[config.mk]
export PLATFORM = sky130hd
export DESIGN_NAME = ecr_enable_regs
export DESIGN_NICKNAME = d
export VERILOG_FILES = /design/src/verilog/ecr_pkg.sv /design/src/verilog/ecr_low_detect.sv /design/src/verilog/ecr_enable_regs.sv
export VERILOG_INCLUDE_DIRS = /design/src /design/src/verilog
export SDC_FILE = /design/constraint.sdc
export NUM_CORES = 1
export LEC_CHECK = 0
export ABC_AREA = 1
export BUFFER_PORTS_ARGS = -buffer_cell sky130_fd_sc_hd__buf_2
export CAP_MARGIN = 20
export CELL_PAD_IN_SITES_DETAIL_PLACEMENT = 0
export CELL_PAD_IN_SITES_GLOBAL_PLACEMENT = 1
export CORE_MARGIN = 4
export CORE_UTILIZATION = 31
export CTS_CLUSTER_DIAMETER = 120
export DETAILED_ROUTE_END_ITERATION = 10
export GPL_ROUTABILITY_DRIVEN = 0
export PLACE_DENSITY = 0.92
export SYNTH_ARGS = -nofsm -noshare
export SYNTH_HDL_FRONTEND = slang
export SYNTH_SLANG_ARGS = --single-unit
[constraint.sdc]
create_clock -name mclk_i -period 2.5 [get_ports mclk_i]
set_clock_uncertainty 0.05 [all_clocks]
set_input_delay 0.75 -clock mclk_i [delete_from_list [all_inputs] [get_ports mclk_i]]
set_output_delay 0.75 -clock mclk_i [all_outputs]
set_load 0.01 [all_outputs]
[src/verilog/ecr_defines.svh]
// offsets, field positions, reset values and timing counts for the enable regs
`ifndef ECR_DEFINES_SVH
`define ECR_DEFINES_SVH
`define ECR_FUNC_EN_ADDR      8'hD5
`define ECR_CLK_EN_ADDR       8'hD6
`define ECR_FUNC_EN_RST       8'h00
`define ECR_CLK_EN_RST        8'h00
`define ECR_FUNC_EN_MASK      8'h1F
`define ECR_CLK_EN_MASK       8'h07
`define ECR_SW_WD_BIT         0
`define ECR_OSC_WD_BIT        1
`define ECR_CAP_FLAG_BIT      2
`define ECR_LOOPBACK_BIT      3
`define ECR_TEST_CAPS_BIT     4
`define ECR_EE_CLK_BIT        0
`define ECR_IF_CLK_BIT        1
`define ECR_RAM_BIST_BIT      2
`define ECR_CLK_PERIOD_NS     10
`define ECR_SEL_LOW_NS        50
`define ECR_SEL_LOW_CYC       ((`ECR_SEL_LOW_NS + `ECR_CLK_PERIOD_NS - 1) / `ECR_CLK_PERIOD_NS)
`endif

[src/verilog/ecr_pkg.sv]
// types shared by the enable control register bank
package ecr_pkg;
   typedef enum logic [1:0] {
      ECR_MODE_RES_BRIDGE,
      ECR_MODE_CAP
   } ecr_sense_mode_t;
endpackage

[src/verilog/ecr_low_detect.sv]
// counts consecutive low cycles of a select input and flags a held low
`timescale 1ns/1ps
`include "ecr_defines.svh"
module ecr_low_detect
(
   input  wire logic mclk_i,
   input  wire logic nrst_i,
   input  wire logic ce_i,
   input  wire logic level_n_i,
   output logic      held_o
);
   localparam logic [3:0] LIMIT = 4'(`ECR_SEL_LOW_CYC);
   logic [3:0] cnt_q;

   // saturating count; any high cycle with ce_i set restarts it, so glitches shorter
   // than the limit never fire
   always_ff @(posedge mclk_i)
   begin
      if (!nrst_i)
         cnt_q <= 4'h0;
      else if (ce_i)
      begin
         if (level_n_i)
            cnt_q <= 4'h0;
         else if (cnt_q != LIMIT)
            cnt_q <= cnt_q + 4'h1;
      end
   end

   assign held_o = (cnt_q == LIMIT); // RQ10
endmodule

[src/verilog/ecr_enable_regs.sv]
// two enable control registers on the cpu's extended sfr port
// Functional notes
// [RQ1] function reg bit 0 switches the software watchdog on or off
// [RQ2] function reg bit 1 switches the oscillator watchdog on or off
// [RQ3] function reg bit 2 enables cap sensor clock high/low flags
// [RQ4] function reg bit 3 enables dac loopback in both sensing modes; the code forces resistive bridge mode while it is set
// [RQ5] loopback forces the front end into resistive bridge mode
// [RQ6] function reg bit 4 selects internal test caps over external caps
// [RQ7] clock reg bit 0 gates eeprom clock; cleared blocks eeprom access
// [RQ8] clock reg bit 1 gates interface clock; cleared stops interfaces
// [RQ9] one-wire activation interrupt sets the interface clock bit
// [RQ10] select low five consecutive clocks sets the interface clock bit
// [RQ11] clock reg bit 2 starts ram self test and cuts cpu ram access
// [RQ12] unused bits read zero and writes to them have no effect
`timescale 1ns/1ps
`include "ecr_defines.svh"
module ecr_enable_regs
(
   input  wire logic                   mclk_i,
   input  wire logic                   nrst_i,
   input  wire logic                   ce_i,
   input  wire logic [7:0]             sfr_addr_i,
   input  wire logic [7:0]             sfr_wdata_i,
   input  wire logic                   sfr_wr_i,
   input  wire logic                   sfr_rd_i,
   output logic      [7:0]             sfr_rdata_o,
   output logic                        sfr_sel_o,
   input  wire logic                   one_wire_link_act_i,
   input  wire logic                   spi_select_n_i,
   input  wire ecr_pkg::ecr_sense_mode_t sense_mode_i,
   input  wire logic                   ee_req_i,
   input  wire logic                   cpu_ram_req_i,
   output logic                        sw_watchdog_enable_o,
   output logic                        osc_watchdog_enable_o,
   output logic                        cap_clock_flag_enable_o,
   output logic                        dac_loopback_enable_o,
   output logic                        test_caps_select_o,
   output ecr_pkg::ecr_sense_mode_t    afe_mode_o,
   output logic                        ee_clock_enable_o,
   output logic                        ee_req_o,
   output logic                        host_interface_clock_enable_o,
   output logic                        ram_selftest_enable_o,
   output logic                        cpu_ram_req_o
);
   logic [7:0] func_q;
   logic [7:0] clk_q;
   logic       func_hit;
   logic       clk_hit;
   logic       sel_held;

   assign func_hit = (sfr_addr_i == `ECR_FUNC_EN_ADDR);
   assign clk_hit  = (sfr_addr_i == `ECR_CLK_EN_ADDR);
   assign sfr_sel_o = func_hit | clk_hit; // tells the cpu mux to take us

   // held-low filter on the spi select pin
   ecr_low_detect u_sel_detect
   (
      .mclk_i    (mclk_i),
      .nrst_i    (nrst_i),
      .ce_i      (ce_i),
      .level_n_i (spi_select_n_i),
      .held_o    (sel_held)
   );

   // function enable register; unimplemented bits are masked on write
   always_ff @(posedge mclk_i)
   begin
      if (!nrst_i)
         func_q <= `ECR_FUNC_EN_RST;
      else if (ce_i && sfr_wr_i && func_hit)
         func_q <= sfr_wdata_i & `ECR_FUNC_EN_MASK; // RQ12
   end

   // clock enable register; hardware set of the interface clock wins over
   // a software clear in the same cycle so no activation is lost
   always_ff @(posedge mclk_i)
   begin
      if (!nrst_i)
         clk_q <= `ECR_CLK_EN_RST;
      else if (ce_i)
      begin
         if (sfr_wr_i && clk_hit)
            clk_q <= sfr_wdata_i & `ECR_CLK_EN_MASK; // RQ12
         if (one_wire_link_act_i || sel_held)
            clk_q[`ECR_IF_CLK_BIT] <= 1'b1; // RQ9 RQ10
      end
   end

   // read data registered so a byte stays put until the next read
   always_ff @(posedge mclk_i)
   begin
      if (!nrst_i)
         sfr_rdata_o <= 8'h00;
      else if (ce_i && sfr_rd_i)
         sfr_rdata_o <= func_hit ? func_q : (clk_hit ? clk_q : 8'h00);
   end

   // enables straight from the flops
   assign sw_watchdog_enable_o    = func_q[`ECR_SW_WD_BIT]; // RQ1
   assign osc_watchdog_enable_o   = func_q[`ECR_OSC_WD_BIT]; // RQ2
   assign cap_clock_flag_enable_o = func_q[`ECR_CAP_FLAG_BIT]; // RQ3
   assign dac_loopback_enable_o   = func_q[`ECR_LOOPBACK_BIT]; // RQ4
   assign test_caps_select_o      = func_q[`ECR_TEST_CAPS_BIT]; // RQ6

   // loopback overrides the configured sensing mode
   assign afe_mode_o = func_q[`ECR_LOOPBACK_BIT] ?
                       ecr_pkg::ECR_MODE_RES_BRIDGE : sense_mode_i; // RQ5

   // clock gates and access blocking
   assign ee_clock_enable_o = clk_q[`ECR_EE_CLK_BIT]; // RQ7
   assign ee_req_o = ee_req_i & clk_q[`ECR_EE_CLK_BIT]; // RQ7
   assign host_interface_clock_enable_o = clk_q[`ECR_IF_CLK_BIT]; // RQ8
   assign ram_selftest_enable_o = clk_q[`ECR_RAM_BIST_BIT]; // RQ11
   assign cpu_ram_req_o = cpu_ram_req_i & ~clk_q[`ECR_RAM_BIST_BIT]; // RQ11
endmodule

==> results of run 1 <==
-- layout make-up --
class                           instances  area (µm²)
Fill cell                             313        1610
Inverter                               23        86.3
Timing Repair Buffer                   44         228
Tap cell                               31        38.8
Clock inverter                          1        5.00
Multi-Input combinational cell         95         470
Clock buffer                            3        22.5
Sequential cell                        17         340
-- synth_stat cells --
cell,count,area share [%]
nand4_1,5,3.4
clkinv_1,1,0.41
dfxtp_1,17,37
o21ai_0,8,4.3
o21bai_1,1,0.81
nand3_1,13,7.0
nor3_4,1,1.8
inv_2,2,0.81
buf_4,4,3.2
nor3_1,1,0.54
a21oi_1,9,4.9
nor2_4,1,1.2
clkbuf_2,1,0.54
inv_1,20,8.1
nand3_4,1,1.9
nand2_2,2,1.4
nand2_1,30,12
ha_1,2,2.7
conb_1,1,0.41
nor2_2,1,0.68
nor2_1,17,6.9
-- sequential cells by signal, indices dropped and copies added (netlist names) --
name / flops
func_q: 5
sfr_rdata_o: 5
u_sel_detect.cnt_q: 4
clk_q: 3
-- stage by stage --
| step | instance area [µm²] | total power [W] | std cells | util, % | setup slack [ns] |
|---|---|---|---|---|---|
| global route | 1190 | 0.000551 | 214 | 42.5 | 0.248 |
| finish | 1190 | 0.000520 | 214 | 42.5 | 0.337 |
| global placement | 1160 | 0.000376 | 210 | 41.5 | 0.332 |
| CTS | 1190 | 0.000527 | 214 | 42.5 | 0.325 |
| detailed placement | 1160 | 0.000376 | 210 | 41.5 | 0.331 |
| floorplan | 932 | 0.000341 | 140 | - | 0.331 |
-- power by group through the flow --
stage | combinational [W] | sequential [W] | clock (W)
after global routing | 0.0000973 | 0.000286 | 0.000168
after global placement | 0.0000850 | 0.000291 | 0
final | 0.0000850 | 0.000284 | 0.000150
after detailed placement | 0.0000855 | 0.000291 | 0
after floorplan | 0.0000481 | 0.000293 | 0
after CTS | 0.0000861 | 0.000285 | 0.000156
-- per-layer routing --
metal | vias up | global-route usage (%) | wire, µm
met1 | 411 | 14.0 | 1100
met2 | 38 | 19.6 | 945
met4 | 0 | 3.31 | 21
li1 | 521 | - | -
met3 | 4 | 4.32 | 186
met5 | - | 0 | 0
-- critical path, stage by stage --
cell and delay (ns):
buf_2 0.09, inv_1 0.05, nand2_2 0.07, nor2_2 0.13, nand2_1 0.08, nand2_1 0.07, buf_2 0.12
-- cell families (layout without fill, tap and decap cells) --
logic type / count (synthesis) / count (layout) / synth area share (%)
adder cells (fa/ha/maj): 2 / 2 / 2.71
buffers and inverters: 28 / 71 / 13.1
flip-flops: 17 / 17 / 36.8
AO/OA/AOI/OAI: 18 / 18 / 10.0
AND/OR/NAND/NOR: 72 / 72 / 36.9
other: 1 / 3 / 0.406
-- worst min-delay path by stage --
| stage | from | end | slack (ns) | depth (start not counted) |
|---|---|---|---|---|
| global route | func_q[2] | func_q[2] | 0.45 | 2 |
| finish | func_q[2] | func_q[2] | 0.45 | 2 |
| detailed placement | func_q[2] | func_q[2] | 0.43 | 2 |
| CTS | func_q[2] | func_q[2] | 0.44 | 2 |
| floorplan | u_sel_detect.cnt_q[1] | u_sel_detect.cnt_q[1] | 0.42 | 2 |
| global placement | func_q[2] | func_q[2] | 0.43 | 2 |
==> results.py, run 1 <==
metrics = {
    "status": {
        "outcome": "completed",
    },
    "setup_path": {
        "timing.critical_path.required_ns": 1.70,
        "crit-reg2reg-capture": "u_sel_detect.cnt_q[2]",
        "critical_path_start_end_classification": "primary input to primary output",
        "path_max_fanout": 2,
        "worstPathArrival_ns": 1.36,
        "worst_r2r_path_depth": 8,
        "critical_path.reg2reg.startpoint": "u_sel_detect.cnt_q[1]",
        "critical_path.endpoint_type": "primary output",
        "critPathCapture": "sfr_sel_o",
        "setup.worst_path.start": "sfr_addr_i[3]",
        "cp_startpoint_kind": "primary input",
        "reg2reg_slack_ns": 1.19,
    },
    "logic_synthesis": {
        "netlist_instances": 138,
        "mappedNetlistArea_um2": 925,
        "synth.yosys.warnings": 0,
        "yosys_register_bits": 17,
        "post_synth.cell_area_avg_um2": 6.70,
        "yosys.cell_types.count": 21,
        "ys_seq_area_share_pct": 36.8,
    },
    "pwr": {
        "total_leakage_power_nw": 0.647,
        "switchingPower_w": 0.000146,
        "power.share.combinational_pct": 16.3,
        "p_int_w": 0.000374,
        "switching_share_pct": 28.0,
        "vdd_ir_drop_max_v": 0.000213,
        "pwr_density_cell_nw_per_um2": 436,
        "clkPwrFrac_pct": 28.9,
        "power_frac_seq_pct": 54.7,
    },
    "detailed_routing": {
        "detail_route.first_pass.iterations": 4,
        "totalWireLength_mm": 2.25,
        "final_antenna_net_count": 0,
        "drcViolationCount": 0,
        "detailedRoute.firstIterationViolations": 23,
        "routedWlPerCell_um": 10.5,
        "vias_per_cell": 4.55,
        "dr_total_vias": 974,
    },
    "clocking": {
        "post_cts_resized": 0,
        "tritoncts_num_sinks": 17,
        "cts_root_cell": "clkbuf_4",
        "cts.repair_timing.setup_buffer_count": 0,
        "htree_levels": 1,
        "cts_tree": "yes",
        "hold_buffers": 0,
        "clock_network_latency_to_the_later_pin_of_the_worst_skew_pair_ns": 0.30,
        "cts_made_buffers": 3,
        "cts.clk_slew.worst_paths_ns": 0.11,
        "cts_max_path_buffers": 2,
    },
    "sta": {
        "layout_worst_path_cycle_share_pct": 86.5,
        "holdWs_ns": 0.446,
        "setup-tns-final_ns": 0,
        "min_period_ns": 2.16,
        "final-max-slew-violation-count": 0,
        "clock.fmax_ghz": 0.462,
        "final-setup-viol-count": 0,
        "final_hold_viol_count": 0,
        "rsz_0062_raised_after_global_routing": "false",
    },
    "die": {
        "start_util_pct": 33.0,
        "fp-row-count": 19,
        "design.core.area_um2": 2810,
        "die_width_um": 62.6,
        "die_outline_height_um": 62.6,
        "design.die.area_um2": 3920,
        "ioPinCount": 48,
    },
    "finish": {
        "syn_to_final_growth_pct": 28.8,
        "layout.nets": 213,
        "mostFrequentLayoutCell": "buf_2",
        "antenna_diode_instance_count": 0,
        "layout.cells.most_common_list": "buf_2 (41), nand2_1 (30), inv_1 (20), nor2_1 (17), dfxtp_1 (17)",
        "proportion_of_layout_cells_with_a_drive_suffix_above_1_pct": 30.6,
    },
    "hold_path": {
        "min-delay-path-class": "flop to flop",
    },
    "global_route": {
        "grt_pass1_vias": 897,
        "antenna_found_initial": 0,
        "global_route.usage.total_pct": 11.7,
        "grt_start_max_net_pins": 15,
        "grt_pass1_wl_mm": 3.79,
        "overflow_left_after_global_routing": 0,
    },
    "place": {
        "io_buffer_count": 41,
        "detailed_place_hpwl_mm": 1.76,
    },
    "job": {
        "drv_cap": 0,
    },
}
(Power assumes the default switching activity.)
==> inputs of run 2 (changes only) <==
Settings changed: CELL_PAD_IN_SITES_DETAIL_PLACEMENT 0 to 1.
==> run 2 against run 1 <==
Against the previous run: maximum frequency is 0.33% lower; non-clock buffer count is the same; register-to-register slack is essentially flat; sequential power about the same; core utilization unchanged; sequential share of layout area did not move; final area is the same; clock power about the same; critical path type unchanged; largest power group unchanged; highest routed layer unchanged.
==> results.py, run 2 (synthesized netlist as in run 1, its figures left out) <==
metrics = {
    "status": {
        "outcome": "completed",
    },
    "clocking": {
        "cts_max_path_buffers": 2,
        "cts_root_cell": "clkbuf_4",
        "post_cts_resized": 0,
        "hold_buffers": 0,
        "cts.clk_slew.worst_paths_ns": 0.10,
        "cts.repair_timing.setup_buffer_count": 0,
        "clock_network_latency_to_the_later_pin_of_the_worst_skew_pair_ns": 0.29,
        "htree_levels": 1,
        "cts_tree": "yes",
        "cts_made_buffers": 3,
        "tritoncts_num_sinks": 17,
    },
    "detailed_routing": {
        "final_antenna_net_count": 0,
        "vias_per_cell": 4.81,
        "detail_route.first_pass.iterations": 4,
        "dr_total_vias": 1029,
        "detailedRoute.firstIterationViolations": 20,
        "totalWireLength_mm": 2.73,
        "drcViolationCount": 0,
        "routedWlPerCell_um": 12.8,
    },
    "setup_path": {
        "cp_startpoint_kind": "primary input",
        "critical_path.endpoint_type": "primary output",
        "critical_path_start_end_classification": "primary input to primary output",
        "worst_r2r_path_depth": 8,
        "critical_path.reg2reg.startpoint": "u_sel_detect.cnt_q[1]",
        "crit-reg2reg-capture": "u_sel_detect.cnt_q[2]",
        "timing.critical_path.required_ns": 1.70,
        "worstPathArrival_ns": 1.37,
        "path_max_fanout": 2,
        "reg2reg_slack_ns": 1.18,
    },
    "hold_path": {
        "min_to": "func_q[0]",
        "min_path_cells": 2,
        "hp-start": "func_q[0]",
        "min-delay-path-class": "flop to flop",
    },
    "global_route": {
        "gr-usage-met1_pct": 15.6,
        "grt.busiest_layer": "met2",
        "grt_pass1_vias": 1023,
        "use_met2_pct": 25.6,
        "overflow_left_after_global_routing": 0,
        "grt_pass1_wl_mm": 4.49,
        "grt_start_max_net_pins": 15,
        "antenna_found_initial": 0,
        "global_route.usage.total_pct": 14.0,
        "grt_util_met3_pct": 3.78,
    },
    "die": {
        "start_util_pct": 33.0,
        "die_width_um": 62.6,
        "design.core.area_um2": 2810,
        "ioPinCount": 48,
        "fp-row-count": 19,
        "die_outline_height_um": 62.6,
        "design.die.area_um2": 3920,
    },
    "finish": {
        "mostFrequentLayoutCell": "buf_2",
        "fin_util_pct": 42.5,
        "largest_registers": "func_q x5, sfr_rdata_o x5, u_sel_detect.cnt_q x4",
        "syn_to_final_growth_pct": 28.8,
        "layout.cells.most_common_list": "buf_2 (41), nand2_1 (30), inv_1 (20), nor2_1 (17), dfxtp_1 (17)",
        "proportion_of_layout_cells_with_a_drive_suffix_above_1_pct": 30.6,
        "antenna_diode_instance_count": 0,
        "layout.nets": 213,
    },
    "pwr": {
        "pwr_density_cell_nw_per_um2": 441,
        "total_leakage_power_nw": 0.647,
        "vdd_ir_drop_max_v": 0.000152,
    },
    "place": {
        "io_buffer_count": 41,
        "detailed_place_hpwl_mm": 2.27,
    },
    "sta": {
        "holdWs_ns": 0.442,
        "rsz_0062_raised_after_global_routing": "false",
        "setup-tns-final_ns": 0,
        "final_hold_viol_count": 0,
        "final-max-slew-violation-count": 0,
        "layout_worst_path_cycle_share_pct": 86.8,
        "min_period_ns": 2.17,
        "clock.fmax_ghz": 0.461,
        "final-setup-viol-count": 0,
    },
    "job": {
        "drv_cap": 0,
    },
}
==> run 2: how the worst max path moves through the flow <==
stage	startpoint	endpoint	slack [ns]	cells after the start
final	sfr_addr_i[3]	sfr_sel_o	0.33	7
after global routing	sfr_addr_i[3]	sfr_sel_o	0.26	7
after CTS	sfr_addr_i[3]	sfr_sel_o	0.31	7
after detailed placement	sfr_addr_i[3]	sfr_sel_o	0.31	7
after global placement	sfr_addr_i[3]	sfr_sel_o	0.33	7
after floorplan	sfr_addr_i[3]	sfr_sel_o	0.33	5
==> run 2: cell type report <==
class                      instances  area [µm²]
sequential                        17         340
fill                             394        1610
inverter                          23        86.3
clock inverter                     1        5.00
timing repair buffer              44         228
clock buffer                       3        22.5
multi-input combinational         95         470
tap                               31        38.8
==> run 2: layer usage <==
layer  vias up  wire [µm]
met5         -          0
met4         0         31
met3         5        188
met2        32       1330
met1       473       1190
li1        519          -
==> run 2: power breakdown <==
group	internal (W)	switching (W)	leakage, nW
combinational	0.0000350	0.0000538	0.491
sequential	0.000280	0.00000527	0.138
clock	0.0000595	0.0000925	0.0177
==> run 2: through the flow <==
step	cells	power (W)	cell area (µm²)	setup slack, ns
2_1_floorplan	140	0.000341	932	0.331
3_3_place_gp	210	0.000376	1160	0.332
3_5_place_dp	210	0.000381	1160	0.310
4_1_cts	214	0.000535	1190	0.309
5_1_grt	214	0.000557	1190	0.256
6_report	214	0.000526	1190	0.330
==> run 2: critical path: stages <==
cell and delay (ns):
buf_2 0.09, inv_1 0.05, nand2_2 0.07, nor2_2 0.14
nand2_1 0.08, nand2_1 0.07, buf_2 0.12
==> inputs of run 3 (changes only) <==
Settings changed: CORE_UTILIZATION 31 to 32, SYNTH_HIERARCHICAL set to 1.
==> run 3 against run 2 <==
Against the previous run: area after synthesis up 5.5%; critical endpoint unchanged; critical path type unchanged; combinational power down 2.9%; largest power group unchanged; die area up 2.0%.
==> results.py, run 3 <==
metrics = {
    "logic_synthesis": {
        "synth_top_cell_area_share_pct": 34.9,
        "synth-simple-area-share_pct": 40.6,
        "synth_compound_gate_area_share_pct": 8.85,
        "post-synth-top-count-cell": "nand2_1",
        "netlist_instances": 141,
        "synth_adder_area_share_pct": 2.56,
        "post_synth.cell_area_avg_um2": 6.92,
        "synthFlopType": "dfxtp_1",
        "largest_family_of_logic_cells_by_synthesized_area": "simple AND/OR/NAND/NOR gates",
        "xor_xnor_share_of_the_synthesized_area_pct": 0,
        "synth.area.top_cells": "dfxtp_1 (35%), nand2_1 (9.6%), nand3_1 (8.7%)",
        "synth.yosys.warnings": 6,
        "mappedNetlistArea_um2": 976,
        "yosys.cell_types.count": 20,
        "synth_enable_flop_cells": 0,
        "synth_top_cells_by_count": "nand2_1 (25), inv_1 (20), nor2_1 (19)",
        "synthDominantAreaCellType": "dfxtp_1",
        "ys_async_sr_fraction_pct": 0,
        "yosys_register_bits": 17,
        "portion_of_netlist_area_occupied_by_mux_cells_pct": 0,
        "ys_seq_area_share_pct": 34.9,
    },
    "setup_path": {
        "crit_chain": "buf_2 > inv_1 > nand2_1 > nor2_4 > o21a_1 > buf_2",
        "critical_path.top_delay_family": "buffers and inverters",
        "timing.critical_path.required_ns": 1.70,
        "cpMaxStageDelayCell": "nor2_4",
        "path_max_fanout": 6,
        "critical_path_start_end_classification": "primary input to primary output",
        "worstPathArrival_ns": 1.46,
        "critical_path.endpoint_type": "primary output",
        "worst_path_bufs_invs": 3,
        "critical-path-top-cell-by-count": "buf_2",
        "max_stage_delay_ns": 0.15,
        "cp_startpoint_kind": "primary input",
    },
    "sta": {
        "holdWs_ns": 0.443,
        "setup-tns-final_ns": 0,
        "layout_worst_path_cycle_share_pct": 90.5,
        "final-setup-viol-count": 0,
        "clock.fmax_ghz": 0.442,
        "final-max-slew-violation-count": 0,
        "final_hold_viol_count": 0,
        "rsz_0062_raised_after_global_routing": "false",
        "min_period_ns": 2.26,
    },
    "detailed_routing": {
        "detailedRoute.firstIterationViolations": 21,
        "totalWireLength_mm": 2.65,
        "dr_total_vias": 1047,
        "drcViolationCount": 0,
        "vias_per_cell": 4.85,
        "routedWlPerCell_um": 12.3,
        "detail_route.first_pass.iterations": 4,
        "final_antenna_net_count": 0,
    },
    "die": {
        "start_util_pct": 34.5,
        "design.die.area_um2": 4000,
        "fp-row-count": 19,
        "die_width_um": 63.2,
        "design.core.area_um2": 2830,
        "die_outline_height_um": 63.2,
        "ioPinCount": 48,
    },
    "global_route": {
        "grt_start_max_net_pins": 17,
        "grt_pass1_vias": 977,
        "antenna_found_initial": 0,
        "overflow_left_after_global_routing": 0,
        "grt_pass1_wl_mm": 4.37,
        "global_route.usage.total_pct": 13.3,
    },
    "finish": {
        "fin_util_pct": 43.3,
        "antenna_diode_instance_count": 0,
        "layout.nets": 215,
        "layout.cells.most_common_list": "buf_2 (41), nand2_1 (25), inv_1 (20), nor2_1 (19)",
        "mostFrequentLayoutCell": "buf_2",
        "proportion_of_layout_cells_with_a_drive_suffix_above_1_pct": 31.9,
        "syn_to_final_growth_pct": 25.5,
        "regArea_um2": 340,
        "largest_registers": "func_q x5, sfr_rdata_o x5, u_sel_detect/cnt_q x4",
        "filler_cell_count": 394,
        "multiInputGateArea_um2": 519,
    },
    "clocking": {
        "tritoncts_num_sinks": 17,
        "cts_root_cell": "clkbuf_4",
        "cts.repair_timing.setup_buffer_count": 0,
        "htree_levels": 1,
        "hold_buffers": 0,
        "clock_network_latency_to_the_later_pin_of_the_worst_skew_pair_ns": 0.29,
        "post_cts_resized": 0,
        "cts_made_buffers": 3,
        "cts.clk_slew.worst_paths_ns": 0.10,
        "cts_tree": "yes",
        "cts_max_path_buffers": 2,
    },
    "pwr": {
        "clkPwrFrac_pct": 29.1,
        "power.share.combinational_pct": 16.5,
        "pwr_density_cell_nw_per_um2": 427,
        "switching_share_pct": 28.8,
        "power_frac_seq_pct": 54.4,
        "vdd_ir_drop_max_v": 0.000198,
        "p_int_w": 0.000373,
        "switchingPower_w": 0.000150,
        "total_leakage_power_nw": 0.646,
    },
    "job": {
        "drv_cap": 0,
    },
    "hold_path": {
        "min-delay-path-class": "flop to flop",
    },
    "place": {
        "detailed_place_hpwl_mm": 2.08,
        "io_buffer_count": 41,
    },
    "status": {
        "outcome": "completed",
    },
}
## run 3: changes by cell type after synthesis, moves of 2 or more
cell     delta
nand2_1     -5
nor2_4      +2
o21ai_0     -3
nor2_1      +2
nand4_1     +2
inv_2       -2
buf_6       +2
nand2_2     +3
nand3_1     +4
## run 3: cell families (layout without fill, tap and decap cells)
logic type,Yosys count,in the layout
compound gates,16,16
fa+ha+maj,2,2
buf+inv,26,68
flops,17,17
other cells,1,3
simple gates,79,79
## run 3: power groups by stage
stage	Combinational (W)	Clock [W]	Sequential, W
2_1_floorplan	0.0000472	0	0.000293
3_3_place_gp	0.0000840	0	0.000291
3_5_place_dp	0.0000867	0	0.000291
4_1_cts	0.0000873	0.000160	0.000285
5_1_grt	0.0000975	0.000171	0.000287
6_report	0.0000862	0.000152	0.000285
## run 3: worst paths after layout
path / from / to / slack [ns] / cells past startpoint
hold / removal: func_q[4] / func_q[4] / 0.44 / 2
hold reg to reg: func_q[4] / func_q[4] / 0.44 / 2
setup / recovery: sfr_addr_i[0] / sfr_sel_o / 0.24 / 6
setup reg to reg: u_sel_detect/cnt_q[1] / u_sel_detect/cnt_q[0] / 1.18 / 8
## run 3: final cells by class
type | instances | area share (%)
clock inverters | 1 | 0.409
inverters | 21 | 6.44
multi-input cells | 100 | 42.4
flip-flops and latches | 17 | 27.8
repair buffers | 43 | 18.0
clock buffers | 3 | 1.84
well taps | 31 | 3.17
## run 3: per-layer routing
metal / routed length [µm] / part of all wire [%] / vias to the layer above / GRT usage, %
met2: 1270 / 48 / 32 / 23.3
met5: 0 / 0 / - / 0
li1: - / - / 535 / -
met1: 1170 / 44 / 476 / 15.7
met4: 19 / 0.72 / 0 / 4.04
met3: 196 / 7.4 / 4 / 3.55
## run 3: tightest hold or removal path, cell delays in order, from the launching register on
cell and delay, ns:
dfxtp_1 0.33, nand2_1 0.07, a21oi_1 0.05
## run 3: through the flow
step / area, µm² / setup WS (ns) / power, W / instances
after floorplan: 983 / 0.385 / 0.000341 / 143
after global placement: 1200 / 0.240 / 0.000375 / 212
after detailed placement: 1200 / 0.248 / 0.000378 / 212
after CTS: 1220 / 0.237 / 0.000532 / 216
after global routing: 1220 / 0.158 / 0.000556 / 216
final: 1220 / 0.239 / 0.000523 / 216
